<file path="config.mk">
export PLATFORM = sky130hd
export DESIGN_NAME = swt_timer
export DESIGN_NICKNAME = d
export VERILOG_FILES = /design/src/swt_timer.v
export VERILOG_INCLUDE_DIRS = /design/src /design/src/src
export SDC_FILE = /design/constraint.sdc
export NUM_CORES = 1
export LEC_CHECK = 0
export ABC_AREA = 1
export BUFFER_PORTS_ARGS = -buffer_cell sky130_fd_sc_hd__clkbuf_2
export CAP_MARGIN = 25
export CORE_MARGIN = 2
export CORE_UTILIZATION = 52
export CTS_CLUSTER_SIZE = 12
export DETAILED_ROUTE_END_ITERATION = 10
export GPL_TIMING_DRIVEN = 0
export PLACE_DENSITY = 0.8
export SLEW_MARGIN = 20
export SYNTH_ARGS = -nofsm -noshare
export SYNTH_HDL_FRONTEND = slang
export SYNTH_SLANG_ARGS = --single-unit
</file>
<file path="constraint.sdc">
create_clock -name mclk -period 3.9 [get_ports mclk]
set_input_delay 0.195 -clock mclk [delete_from_list [all_inputs] [get_ports mclk]]
set_output_delay 0.195 -clock mclk [all_outputs]
set_load 0.02 [all_outputs]
</file>
<file path="src/swt_defines.vh">
// register offsets, field positions, reset values, top values and response codes of the waveform timer
`ifndef SWT_DEFINES_VH
`define SWT_DEFINES_VH
`define SWT_OFF_CTRL_A 8'h00
`define SWT_OFF_CTRL_B 8'h04
`define SWT_OFF_CMP_A 8'h08
`define SWT_OFF_CMP_B 8'h0c
`define SWT_OFF_CAPTURE 8'h10
`define SWT_OFF_COUNTER 8'h14
`define SWT_OFF_STATUS 8'h18
`define SWT_OFF_MASK 8'h1c
`define SWT_OFF_DIR 8'h20
`define SWT_CTRL_A_RST 8'h00
`define SWT_CTRL_A_WMASK 8'hf3
`define SWT_CTRL_B_WMASK 8'h18
`define SWT_WGM_HI_LSB 3
`define SWT_OM_A_LSB 6
`define SWT_OM_B_LSB 4
`define SWT_ST_OVF 0
`define SWT_ST_MATCH_A 1
`define SWT_ST_MATCH_B 2
`define SWT_TOP_MAX 16'hffff
`define SWT_TOP_8 16'h00ff
`define SWT_TOP_9 16'h01ff
`define SWT_TOP_10 16'h03ff
`define SWT_BOTTOM 16'h0000
`define SWT_RESP_OKAY 2'b00
`define SWT_RESP_SLVERR 2'b10
`endif

</file>
<file path="src/swt_timer.v">
// 16-bit waveform timer: counter, compare units, output control and axi4-lite registers
//
// What this block does
// - everything runs on mclk and the tick input only enables one counter step per cycle.
// - in phase and frequency correct modes buffered compare values load at bottom, not top.
// - a nonzero output-mode field hands that channel's pin over to its compare output, per channel, except 01 where that channel cannot toggle.
// - the compare output drives the pin only when the pin's direction bit selects output.
// - in normal and clear-on-match modes 00 disconnects, 01 toggles, 10 clears, 11 sets on match.
// - in fast pwm 10 clears on match and sets at top, 11 sets on match and clears at top.
// - in fast pwm with mode 01 only mode 15 toggles output a, b stays disconnected, else both off.
// - in fast pwm a match at compare equal to top with the high mode bit set is replaced by top action.
// - in dual-slope modes 10 clears on up match and sets on down match, 11 does the opposite.
// - in dual-slope modes with 01 only mode 9 toggles output a, otherwise both disconnected.
// - the 4-bit mode is control a bits 1:0 plus two high bits held in control b.
// - mode 0 tops at 0xffff, modes 4 and 12 top from compare a or capture, immediate update, overflow at max.
// - phase correct modes 1-3 top at 0x00ff/0x01ff/0x03ff, 10 and 11 from capture or compare a, update top.
// - fast pwm modes 5-7 use 8/9/10-bit tops, 14 and 15 capture or compare a, update and overflow at top.
// - modes 8 and 9 top from capture or compare a, update and overflow at bottom.
// - dual-slope counting goes bottom to top and back, stepping down on the tick after top is reached, with no extra hold at top.
`timescale 1ns/1ps
`include "swt_defines.vh"
module swt_timer #(
  parameter CNT_W = 16
) (
  input wire mclk, // system clock
  input wire reset, // synchronous active-high reset
  input wire timer_tick_enable, // one-cycle count enable from prescaler logic
  input wire [7:0] s_axi_awaddr, // write address
  input wire s_axi_awvalid, // write address valid
  output wire s_axi_awready, // write address ready
  input wire [31:0] s_axi_wdata, // write data
  input wire [3:0] s_axi_wstrb, // write byte strobes
  input wire s_axi_wvalid, // write data valid
  output wire s_axi_wready, // write data ready
  output reg [1:0] s_axi_bresp, // write response
  output reg s_axi_bvalid, // write response valid
  input wire s_axi_bready, // write response ready
  input wire [7:0] s_axi_araddr, // read address
  input wire s_axi_arvalid, // read address valid
  output wire s_axi_arready, // read address ready
  output reg [31:0] s_axi_rdata, // read data
  output reg [1:0] s_axi_rresp, // read response
  output reg s_axi_rvalid, // read valid
  input wire s_axi_rready, // read ready
  input wire port_out_a, // ordinary port data for pin a
  input wire port_out_b, // ordinary port data for pin b
  output wire pin_out_a, // pin a output level
  output wire pin_oe_n_a, // pin a driver enable, low drives
  output wire pin_out_b, // pin b output level
  output wire pin_oe_n_b, // pin b driver enable, low drives
  output wire compare_out_a, // raw compare output a
  output wire compare_out_b, // raw compare output b
  output wire irq // level interrupt
);
  localparam [3:0] M_NORMAL = 4'd0;
  localparam [3:0] M_CTC_A = 4'd4;
  localparam [3:0] M_PFC_CAP = 4'd8;
  localparam [3:0] M_PFC_A = 4'd9;
  localparam [3:0] M_PC_CAP = 4'd10;
  localparam [3:0] M_PC_A = 4'd11;
  localparam [3:0] M_CTC_CAP = 4'd12;
  localparam [3:0] M_FAST_CAP = 4'd14;
  localparam [3:0] M_FAST_A = 4'd15;

  reg [7:0] timer_wave_control_a_q;
  reg [1:0] wave_gen_mode_high_q;
  reg [CNT_W-1:0] compare_value_a_q;
  reg [CNT_W-1:0] compare_value_b_q;
  reg [CNT_W-1:0] buf_a_q;
  reg [CNT_W-1:0] buf_b_q;
  reg [CNT_W-1:0] capture_value_reg_q;
  reg [CNT_W-1:0] counter_value_q;
  reg down_q;
  reg oc_a_q;
  reg oc_b_q;
  reg [2:0] status_q;
  reg [2:0] mask_q;
  reg [1:0] dir_q;
  reg aw_full_q;
  reg w_full_q;
  reg [7:0] aw_addr_q;
  reg [31:0] w_data_q;
  reg [3:0] w_strb_q;

  wire [3:0] wave_gen_mode = {wave_gen_mode_high_q, timer_wave_control_a_q[1:0]};
  wire [1:0] out_mode_a = timer_wave_control_a_q[`SWT_OM_A_LSB+1:`SWT_OM_A_LSB];
  wire [1:0] out_mode_b = timer_wave_control_a_q[`SWT_OM_B_LSB+1:`SWT_OM_B_LSB];

  // class of a mode: 0 non-pwm, 1 fast, 2 phase correct, 3 phase and frequency correct
  function [1:0] mode_class;
    input [3:0] m;
    begin
      case (m)
        4'd5, 4'd6, 4'd7, M_FAST_CAP, M_FAST_A: mode_class = 2'd1;
        4'd1, 4'd2, 4'd3, M_PC_CAP, M_PC_A: mode_class = 2'd2;
        M_PFC_CAP, M_PFC_A: mode_class = 2'd3;
        default: mode_class = 2'd0;
      endcase
    end
  endfunction

  wire [1:0] mclass = mode_class(wave_gen_mode);
  wire dual = mclass[1];
  // fixed tops for the 8/9/10-bit modes, compare a or capture for the register-top modes, else 0xffff
  reg [CNT_W-1:0] top;
  always @* begin
    case (wave_gen_mode)
      4'd1, 4'd5: top = `SWT_TOP_8;
      4'd2, 4'd6: top = `SWT_TOP_9;
      4'd3, 4'd7: top = `SWT_TOP_10;
      M_CTC_A, M_PFC_A, M_PC_A, M_FAST_A: top = compare_value_a_q;
      M_PFC_CAP, M_PC_CAP, M_CTC_CAP, M_FAST_CAP: top = capture_value_reg_q;
      default: top = `SWT_TOP_MAX;
    endcase
  end


  wire at_top = counter_value_q == top;
  wire at_bottom = counter_value_q == `SWT_BOTTOM;
  wire at_max = counter_value_q == `SWT_TOP_MAX;
  wire match_a = counter_value_q == compare_value_a_q;
  wire match_b = counter_value_q == compare_value_b_q;
  // bottom is reached while counting down; skip the first pass after reset
  wire dual_bottom = at_bottom && down_q;

  reg ovf_point;
  always @* begin
    case (mclass)
      2'd0: ovf_point = at_max;
      2'd1: ovf_point = at_top;
      default: ovf_point = dual_bottom;
    endcase
  end
  wire ovf_event = timer_tick_enable && ovf_point;

  reg upd_point;
  always @* begin
    case (mclass)
      2'd3: upd_point = dual_bottom;
      default: upd_point = at_top;
    endcase
  end
  wire upd_event = timer_tick_enable && upd_point;
  wire immediate = mclass == 2'd0;

  // counter
  always @(posedge mclk) begin
    if (reset) begin
      counter_value_q <= `SWT_BOTTOM;
      down_q <= 1'b0;
    end else if (timer_tick_enable) begin
      if (!dual) begin
        down_q <= 1'b0;
        counter_value_q <= (at_top || (wave_gen_mode == M_NORMAL && at_max)) ? `SWT_BOTTOM :
                           counter_value_q + 1'b1;
      end else if (!down_q) begin
        // top lowered below the count: turn now rather than run on to max
        if (at_top || counter_value_q > top) begin
          down_q <= 1'b1;
          counter_value_q <= counter_value_q - 1'b1;
        end else begin
          counter_value_q <= counter_value_q + 1'b1;
        end
      end else if (at_bottom) begin
        down_q <= 1'b0;
        counter_value_q <= counter_value_q + 1'b1;
      end else begin
        counter_value_q <= counter_value_q - 1'b1;
      end
    end
  end

  // compare output of one channel; returns {change, new level}
  function [1:0] wave_next;
    input [1:0] om;
    input [1:0] cls;
    input tog_ok;
    input cur;
    input match;
    input top_hit;
    input cmp_is_top;
    input dn;
    begin
      wave_next = {1'b0, cur};
      case (cls)
        2'd0: begin
          if (match && om != 2'b00) begin
            wave_next = {1'b1, (om == 2'b01) ? ~cur : om[0]};
          end
        end
        2'd1: begin
          if (om[1] && top_hit) begin
            wave_next = {1'b1, ~om[0]};
          end else if (om[1] && match && !cmp_is_top) begin
            wave_next = {1'b1, om[0]};
          end else if (om == 2'b01 && tog_ok && match) begin
            wave_next = {1'b1, ~cur};
          end
        end
        default: begin
          if (om[1] && match) begin
            wave_next = {1'b1, om[0] ^ dn};
          end else if (om == 2'b01 && tog_ok && match) begin
            wave_next = {1'b1, ~cur};
          end
        end
      endcase
    end
  endfunction

  wire tog_ok_a = (mclass == 2'd0) || (mclass == 2'd1 && wave_gen_mode == M_FAST_A) ||
                  (dual && (wave_gen_mode == M_PFC_A || wave_gen_mode == M_FAST_CAP));
  wire [1:0] nxt_a = wave_next(out_mode_a, mclass, tog_ok_a, oc_a_q, match_a, at_top,
                               compare_value_a_q == top, down_q);
  wire [1:0] nxt_b = wave_next(out_mode_b, mclass, mclass == 2'd0, oc_b_q, match_b, at_top,
                               compare_value_b_q == top, down_q);

  always @(posedge mclk) begin
    if (reset) begin
      oc_a_q <= 1'b0;
      oc_b_q <= 1'b0;
    end else if (timer_tick_enable) begin
      if (nxt_a[1]) begin
        oc_a_q <= nxt_a[0];
      end
      if (nxt_b[1]) begin
        oc_b_q <= nxt_b[0];
      end
    end
  end

  // toggle in dual slope only on mode 9/14; mode 14 is fast, so in practice mode 9 toggles
  wire conn_a = (out_mode_a != 2'b00) && (out_mode_a[1] || tog_ok_a);
  wire conn_b = (out_mode_b != 2'b00) && (out_mode_b[1] || mclass == 2'd0);
  assign compare_out_a = oc_a_q;
  assign compare_out_b = oc_b_q;
  assign pin_out_a = conn_a ? oc_a_q : port_out_a;
  assign pin_out_b = conn_b ? oc_b_q : port_out_b;
  assign pin_oe_n_a = ~dir_q[0];
  assign pin_oe_n_b = ~dir_q[1];

  // axi4-lite slave
  // one write in flight: a held pair waits until the response is taken
  wire wr_fire = aw_full_q && w_full_q && !s_axi_bvalid;
  assign s_axi_awready = !aw_full_q;
  assign s_axi_wready = !w_full_q;
  assign s_axi_arready = !s_axi_rvalid;
  wire [31:0] wmask = {{8{w_strb_q[3]}}, {8{w_strb_q[2]}}, {8{w_strb_q[1]}}, {8{w_strb_q[0]}}};
  wire [31:0] wval = w_data_q & wmask;

  function [CNT_W-1:0] merge16;
    input [CNT_W-1:0] old;
    input [31:0] nv;
    input [31:0] m;
    begin
      merge16 = (old & ~m[CNT_W-1:0]) | nv[CNT_W-1:0];
    end
  endfunction

  wire wr_ok = aw_addr_q[1:0] == 2'b00 && aw_addr_q <= `SWT_OFF_DIR;
  wire wr_cmp_a = wr_fire && aw_addr_q == `SWT_OFF_CMP_A;
  wire wr_cmp_b = wr_fire && aw_addr_q == `SWT_OFF_CMP_B;
  wire wr_cnt = wr_fire && aw_addr_q == `SWT_OFF_COUNTER;
  // a write to the counter offset blocks the same-cycle match flags; the counter itself is not written
  wire match_evt_a = match_a & timer_tick_enable & ~wr_cnt;
  wire match_evt_b = match_b & timer_tick_enable & ~wr_cnt;
  wire [2:0] evt = {match_evt_b, match_evt_a, ovf_event};
  wire [2:0] w1c_bits = (wr_fire && aw_addr_q == `SWT_OFF_STATUS) ? wval[2:0] : 3'b000;

  always @(posedge mclk) begin
    if (reset) begin
      aw_full_q <= 1'b0;
      w_full_q <= 1'b0;
      aw_addr_q <= 8'h00;
      w_data_q <= 32'h0000_0000;
      w_strb_q <= 4'h0;
      s_axi_bvalid <= 1'b0;
      s_axi_bresp <= `SWT_RESP_OKAY;
      timer_wave_control_a_q <= `SWT_CTRL_A_RST;
      wave_gen_mode_high_q <= 2'b00;
      buf_a_q <= {CNT_W{1'b0}};
      buf_b_q <= {CNT_W{1'b0}};
      compare_value_a_q <= {CNT_W{1'b0}};
      compare_value_b_q <= {CNT_W{1'b0}};
      capture_value_reg_q <= {CNT_W{1'b0}};
      status_q <= 3'b000;
      mask_q <= 3'b000;
      dir_q <= 2'b00;
    end else begin
      if (s_axi_awvalid && !aw_full_q) begin
        aw_full_q <= 1'b1;
        aw_addr_q <= s_axi_awaddr;
      end
      if (s_axi_wvalid && !w_full_q) begin
        w_full_q <= 1'b1;
        w_data_q <= s_axi_wdata;
        w_strb_q <= s_axi_wstrb;
      end
      if (s_axi_bvalid && s_axi_bready) begin
        s_axi_bvalid <= 1'b0;
      end
      if (wr_fire) begin
        aw_full_q <= 1'b0;
        w_full_q <= 1'b0;
        s_axi_bvalid <= 1'b1;
        s_axi_bresp <= wr_ok ? `SWT_RESP_OKAY : `SWT_RESP_SLVERR;
        if (w_strb_q[0]) begin
          case (aw_addr_q)
            `SWT_OFF_CTRL_A: timer_wave_control_a_q <= w_data_q[7:0] & `SWT_CTRL_A_WMASK;
            `SWT_OFF_CTRL_B: wave_gen_mode_high_q <= w_data_q[`SWT_WGM_HI_LSB+1:`SWT_WGM_HI_LSB];
            `SWT_OFF_MASK: mask_q <= w_data_q[2:0];
            `SWT_OFF_DIR: dir_q <= w_data_q[1:0];
            default: ;
          endcase
        end
      end
      if (aw_addr_q == `SWT_OFF_CAPTURE && wr_fire) begin
        capture_value_reg_q <= merge16(capture_value_reg_q, wval, wmask);
      end
      if (wr_cmp_a) begin
        buf_a_q <= merge16(buf_a_q, wval, wmask);
      end
      if (wr_cmp_b) begin
        buf_b_q <= merge16(buf_b_q, wval, wmask);
      end
      // immediate modes follow the buffer at once; others wait for the update point
      if (immediate) begin
        compare_value_a_q <= wr_cmp_a ? merge16(buf_a_q, wval, wmask) : buf_a_q;
        compare_value_b_q <= wr_cmp_b ? merge16(buf_b_q, wval, wmask) : buf_b_q;
      end else if (upd_event) begin
        compare_value_a_q <= buf_a_q;
        compare_value_b_q <= buf_b_q;
      end
      // set wins over write-one-to-clear
      status_q <= (status_q & ~w1c_bits) | evt;
    end
  end

  reg [31:0] rd_val;
  always @* begin
    case (s_axi_araddr)
      `SWT_OFF_CTRL_A: rd_val = {24'h000000, timer_wave_control_a_q};
      `SWT_OFF_CTRL_B: rd_val = {27'h0000000, wave_gen_mode_high_q, 3'b000};
      `SWT_OFF_CMP_A: rd_val = {{(32-CNT_W){1'b0}}, buf_a_q};
      `SWT_OFF_CMP_B: rd_val = {{(32-CNT_W){1'b0}}, buf_b_q};
      `SWT_OFF_CAPTURE: rd_val = {{(32-CNT_W){1'b0}}, capture_value_reg_q};
      `SWT_OFF_COUNTER: rd_val = {{(32-CNT_W){1'b0}}, counter_value_q};
      `SWT_OFF_STATUS: rd_val = {29'h00000000, status_q};
      `SWT_OFF_MASK: rd_val = {29'h00000000, mask_q};
      `SWT_OFF_DIR: rd_val = {30'h00000000, dir_q};
      default: rd_val = 32'h0000_0000;
    endcase
  end

  wire rd_ok = s_axi_araddr[1:0] == 2'b00 && s_axi_araddr <= `SWT_OFF_DIR;

  always @(posedge mclk) begin
    if (reset) begin
      s_axi_rvalid <= 1'b0;
      s_axi_rdata <= 32'h0000_0000;
      s_axi_rresp <= `SWT_RESP_OKAY;
    end else if (s_axi_arvalid && !s_axi_rvalid) begin
      s_axi_rvalid <= 1'b1;
      s_axi_rdata <= rd_val;
      s_axi_rresp <= rd_ok ? `SWT_RESP_OKAY : `SWT_RESP_SLVERR;
    end else if (s_axi_rvalid && s_axi_rready) begin
      s_axi_rvalid <= 1'b0;
    end
  end

  assign irq = |(status_q & mask_q);
endmodule

</file>
After elaboration in Yosys (flattened, before gate mapping)
Memory sizes are Yosys's and may differ from the RTL's.
Index checks and enable logic that the tools add are counted.
Word-level totals
  bits in registers: 181
  memory bits (read-only): 32
  input port bits: 62
  word-level logic and storage cells: 211
  memories: 1
Operators by class
  add/sub/neg operators: 2
  order comparisons: 3
  equality and inequality tests: 42
  mux-type cells: 42
  bitwise operators: 25
  reduce and logical (&&, ||, !) cells: 72
Memories
  (name not given): words 16, width 2, read ports 1, clocked after memory_dff 0, wr ports 0, RTL line swt_timer.v:93  | case (m)
Operators by type and width (number)
  two-way mux 16 bit: 11
  case mux 16 bit (9 select lines): 1
  == test 16 bit: 5
  case mux 16 bit (5 select lines): 1
  AND 16 bit: 4
  == test 8 x 5 -> 1 bit, second input constant: 8
  OR 16 bit: 3
  logical AND 1 bit: 34
  == test 8 x 4 -> 1 bit, second input constant: 4
  == test 4 bit, second input constant: 7
  two-way mux 2 bit: 12
  AND reduction 3 bit: 6
  adder 16 x 1 -> 16 bit, second input constant: 1
  == test 16 bit, second input constant: 1
  == test 4 x 3 -> 1 bit, second input constant: 4
  == test 8 x 3 -> 1 bit, second input constant: 2
  == test 8 x 6 -> 1 bit, second input constant: 2
  greater-than comparator 16 bit: 1
  <= comparator 8 x 6 -> 1 bit, second input constant: 2
  logical NOT 16 bit: 1
  logical NOT 8 bit: 2
  inverter 16 bit: 1
  subtractor 16 x 1 -> 16 bit, second input constant: 1
  two-way mux 1 bit: 13
  other kinds (22): 59

Depth between registers and ports, before layout
An unclocked memory read counts as a cell.
  word-level depth: 12
  mapped depth: 24
  gate-level depth less buffers: 23

Worst setup path after synthesis
Ideal clock, no wire load.
  path type: register to register
  from: register timer_wave_control_a_q[1]
  to: register compare_value_a_q[0]
  library setup time: 0.129 ns
  data arrival time: 2.912 ns
  required time: 3.771 ns
  path slack: 0.858 ns
  cell stages (with the launch flop): 21
  path buffers: 2
  cells stage by stage: dfxtp_1 > inv_1 > nand3_1 > nand3_4 > nand2_4 > buf_6 > nand3_1 > inv_1 > ha_1 > nand2_1 > inv_1 > nand3_1 > inv_1 > nand4_1 > nor3_2 > inv_1 > nand2_1 > nand3_1 > nor2_2 > buf_2 > a221oi_1
On the way
  cells in the longest elaborated chain, start to end: 7
  elaborated cells on any way between the ends: 28
RTL lines
  start: declaration: RTL line swt_timer.v:65  | reg [7:0] timer_wave_control_a_q;
  start signal: assignment: RTL line swt_timer.v:279  | timer_wave_control_a_q <= `SWT_CTRL_A_RST;
  start signal: assignment: RTL line swt_timer.v:309  | `SWT_OFF_CTRL_A: timer_wave_control_a_q <= w_data_q[7:0] & `SWT_CTRL_A_WMASK;
  == test 4 bit, or another cell as far along: RTL line swt_timer.v:107  | case (wave_gen_mode)
  OR reduction 4 bit / OR reduction 2 bit (equally long branches): RTL line swt_timer.v:107
  case mux 16 bit (5 select lines): RTL line swt_timer.v:107
  == test 16 bit: RTL line swt_timer.v:118  | wire at_top = counter_value_q == top;
  two-way mux 1 bit: RTL line swt_timer.v:138  | case (mclass)
  logical AND 1 bit: RTL line swt_timer.v:143  | wire upd_event = timer_tick_enable && upd_point;
  nonzero test 2 bit (no line)
  end signal: assignment: RTL line swt_timer.v:283  | compare_value_a_q <= {CNT_W{1'b0}};
  end signal: assignment: RTL line swt_timer.v:328  | compare_value_a_q <= wr_cmp_a ? merge16(buf_a_q, wval, wmask) : buf_a_q;
  end signal: assignment: RTL line swt_timer.v:331  | compare_value_a_q <= buf_a_q;
  end: declaration: RTL line swt_timer.v:67  | reg [CNT_W-1:0] compare_value_a_q;
Parallel ways exist; a longest one is shown, timed or not.
A chain may end at the register's enable or synchronous reset.

Worst setup path in the final report
  from: register timer_wave_control_a_q[0]
  to: register compare_value_b_q[13]
On the way
  cells in the longest elaborated chain, start to end: 7
  elaborated cells on any way between the ends: 28
RTL lines
  == test 4 bit, or another cell as far along: RTL line swt_timer.v:107
  OR reduction 4 bit / OR reduction 2 bit (equally long branches): RTL line swt_timer.v:107
  case mux 16 bit (5 select lines): RTL line swt_timer.v:107
  == test 16 bit: RTL line swt_timer.v:118
  two-way mux 1 bit: RTL line swt_timer.v:138
  logical AND 1 bit: RTL line swt_timer.v:143
  nonzero test 2 bit (no line)
  end signal: assignment: RTL line swt_timer.v:284  | compare_value_b_q <= {CNT_W{1'b0}};
  end signal: assignment: RTL line swt_timer.v:329  | compare_value_b_q <= wr_cmp_b ? merge16(buf_b_q, wval, wmask) : buf_b_q;
  end signal: assignment: RTL line swt_timer.v:332  | compare_value_b_q <= buf_b_q;
  end: declaration: RTL line swt_timer.v:68  | reg [CNT_W-1:0] compare_value_b_q;
Parallel ways exist; a longest one is shown, timed or not.

==> results.json <==
{
  "status": "finished clean",
  "synth_xor_area_share_pct": 5.212,
  "syn_inst": 1460,
  "min_to": "aw_full_q$_SDFFE_PP0P_",
  "die_area_um2": 19850,
  "avgSynthCellArea_um2": 6.675,
  "cp.required_ns": 4.20,
  "end_kind": "register",
  "worst_pin_slew_ns": 1.029,
  "antenna_found_initial": 0,
  "report.final.slew_viol_count": 0,
  "finalSetupTns_ns": 0,
  "hpwl_um": 26100,
  "cts.sinks": 163,
  "place_congestion": 0.9816,
  "max-cap-violations": 0,
  "holdCritPathClass": "input port to register",
  "vias": 10480,
  "routed_wirelength_um": 33240,
  "grt_first_pass_wirelength_um": 50870,
  "worst-r2r-setup-slack_ns": 0.25,
  "synth_common_cells": "nand2_1, inv_1, nor2_1",
  "synth_top_family_by_area": "simple AND/OR/NAND/NOR gates",
  "cts.clk_slew.worst_paths_ns": 0.07,
  "cts_buffer_depth": 2,
  "fin_crit_sh_pct": 93.54,
  "setup_ws_ns": 0.2519,
  "htreeDepth": 4,
  "ys_ff_latch": 163,
  "first_iter_violations": 949,
  "clockRootBuffer": "clkbuf_16",
  "dieWidth_um": 140.9,
  "slew_headroom_pct": 30.89,
  "first_pass_iters": 6,
  "cts_tree": "done",
  "synth_top_area_share_pct": 33.48,
  "pre_cts_ws_ns": -0.3527,
  "start_kind": "register",
  "finalCriticalPeriod_ns": 3.648,
  "reg2reg_to": "compare_value_b_q[13]$_SDFFE_PP0P_",
  "hold_viol_final": 0,
  "synthAdderAreaFrac_pct": 2.439,
  "grt_max_degree": 17,
  "vdd_drop_max_mv": 0.3499,
  "ios": 110,
  "synthesis.area_um2": 9746,
  "synth_most_common_cell": "nand2_1",
  "drive_gt1_share_pct": 11.44,
  "portBuffers": 72,
  "power-per-cell-area_nw_per_um2": 343.2,
  "design_area_um2": 11320,
  "synthMuxAreaShare_pct": 0.4108,
  "worstPathArrival_ns": 3.95,
  "dieHeight_um": 140.9,
  "area_growth_pct": 16.18,
  "drc_errors": 0,
  "viasPerCell": 5.714,
  "slowest_stage": "dfxtp_2",
  "synthSimpleGateAreaFrac_pct": 25.18,
  "nNetsFinal": 1669,
  "synthArstFlopShare_pct": 0,
  "clk-insertion-delay-late_ns": 0.44,
  "synth-compound-area-share_pct": 20.89,
  "grt_use_total_pct": 33.10,
  "path_class": "register to register",
  "synth_top_cell_by_area": "dfxtp_1",
  "cp_cell_sequence": "nand2_2, nand2_1, clkbuf_4, nand4_1, nand3_1, inv_1, ha_1, nand2_1, inv_1, nand3_1, inv_1, nand4_1, nor3_4, inv_1, nand2_1, nand3_4, nor2_4, buf_2, a221oi_1",
  "worstHoldStart": "s_axi_awvalid",
  "worstPathMaxFanout": 10,
  "synth_ff_type": "dfxtp_1",
  "setup_viol": 0,
  "yosysWarningCount": 0,
  "ys_seq_area_share_pct": 33.48,
  "synth_edf_count": 0,
  "core_area_um2": 18520,
  "clock.fmax_mhz": 274.1,
  "post-route-util_pct": 61.14,
  "routedWlPerCell_um": 18.12,
  "slowest_delay_ns": 0.44,
  "yosysUniqueCellTypes": 40,
  "start_util_pct": 52.63,
  "r2r-start": "timer_wave_control_a_q[0]$_SDFFE_PP0P_",
  "cts_buffers": 17,
  "num_rows": 50,
  "p_leak_nw": 4.660,
  "skew_ns": 0.01167,
  "path_common_cell": "inv_1",
  "synthTopCellsByArea": "dfxtp_1, nand2_1, inv_1",
  "diodes": 0,
  "first_global_vias": 9553,
  "power.total_mw": 3.886,
  "ant_nets": 0,
  "holdPathStages": 3,
  "nFillCells": 1771,
  "dpl_cell_area_um2": 10460,
  "grt.overflow.total": 0,
  "r2r_cells": 19
}
## worst max path at each step
stage | slack [ns] | endpoint | from
6_report | 0.25 | compare_value_b_q[13]$_SDFFE_PP0P_ | timer_wave_control_a_q[0]$_SDFFE_PP0P_
3_3_place_gp | -0.32 | compare_value_b_q[13]$_SDFFE_PP0P_ | timer_wave_control_a_q[1]$_SDFFE_PP0P_
4_1_cts | 0.003 | compare_value_b_q[13]$_SDFFE_PP0P_ | timer_wave_control_a_q[0]$_SDFFE_PP0P_
3_5_place_dp | -0.35 | compare_value_b_q[13]$_SDFFE_PP0P_ | timer_wave_control_a_q[1]$_SDFFE_PP0P_
5_1_grt | -0.004 | counter_value_q[11]$_SDFFE_PP0P_ | timer_wave_control_a_q[0]$_SDFFE_PP0P_
2_1_floorplan | 0.86 | compare_value_a_q[0]$_SDFFE_PP0P_ | timer_wave_control_a_q[1]$_SDFFE_PP0P_
## metrics by stage
| stage | cells | hold slack, ns |
|---|---|---|
| floorplan | 1477 | 0.3299 |
| global placement | 1783 | 0.4162 |
| detailed placement | 1783 | 0.4218 |
| CTS | 1831 | 0.002570 |
| global route | 1834 | 0.006801 |
| finish | 1834 | 0.001910 |
## power breakdown
part           total [mW]  switching, mW  internal [mW]
clock network        1.76          0.773          0.985
registers            1.73         0.0336           1.70
logic               0.395          0.266          0.129
## metal layers
metal	global-route usage [%]	wire (µm)	vias up	share of wire [%]
li1	-	-	5064	-
met1	44.02	14050	4726	42
met2	52.86	14750	579	44
met3	5.197	2855	110	8.6
met4	15.68	1581	0	4.8
met5	0	0	-	0
## state kept, by name, indices dropped and copies added, names as in the netlist, named ones only
register	cells
dir_q	2
aw_full_q	1
s_axi_rresp	1
compare_out_b	1
aw_addr_q	8
s_axi_rvalid	1
compare_value_a_q	16
s_axi_bresp	1
buf_b_q	16
w_data_q	16
down_q	1
s_axi_bvalid	1
wave_gen_mode_high_q	2
counter_value_q	16
buf_a_q	16
mask_q	3
compare_out_a	1
w_strb_q	2
status_q	3
timer_wave_control_a_q	6
compare_value_b_q	16
s_axi_rdata	16
w_full_q	1
## logic make-up (layout without fill, tap and decap cells)
| family | count (synthesis) | after routing |
|---|---|---|
| xor gates and xnor gates | 58 | 58 |
| buffers and inverters | 294 | 417 |
| and+or+nand+nor | 562 | 562 |
| adders and majority gates | 19 | 19 |
| AOI/OAI and AO/OA | 359 | 359 |
| other | 1 | 18 |
| muxes | 4 | 4 |
| DFF | 163 | 163 |
## layout by cell type, fill, tap and decap left out, types with 20 or more instances in the layout
master	count
buf_4	22
inv_1	202
a221oi_1	20
clkbuf_2	72
a21oi_1	110
nor3_1	21
o22ai_1	53
o21ai_0	131
nand2_1	246
nor2_1	173
xor2_1	39
dfxtp_1	161
nand3_1	38
nand4_1	44
clkbuf_1	49
## critical path, delay by kind of cell (launching register included)
kind	cells	cell delay, ns
flops	1	0.44
buf+inv	6	0.88
compound gates	1	0.16
simple gates	11	1.72
fa+ha+maj	1	0.29
## what timing repair did
action | 4_1_cts | 5_1_grt
cloned | 0 | 0
hold buffers | 16 | 0
pin swaps | 1 | 2
gates resized for setup | 6 | 12
endpoints found under the hold margin | 16 | 0
buffers inserted | 1 | 3
endpoints found under the setup margin | 29 | 44
## area by class of cell
class	instances	area (µm²)	area share [%]
inverters	206	773.2	6.829
clock buffers	18	439.2	3.879
clock inverters	13	168.9	1.492
flip-flops and latches	163	3266	28.84
plain buffers	88	439.2	3.879
multi-input cells	1020	5393	47.63
well taps	234	292.8	2.586
repair buffers	92	550.5	4.862
(Power assumes the default switching activity.)
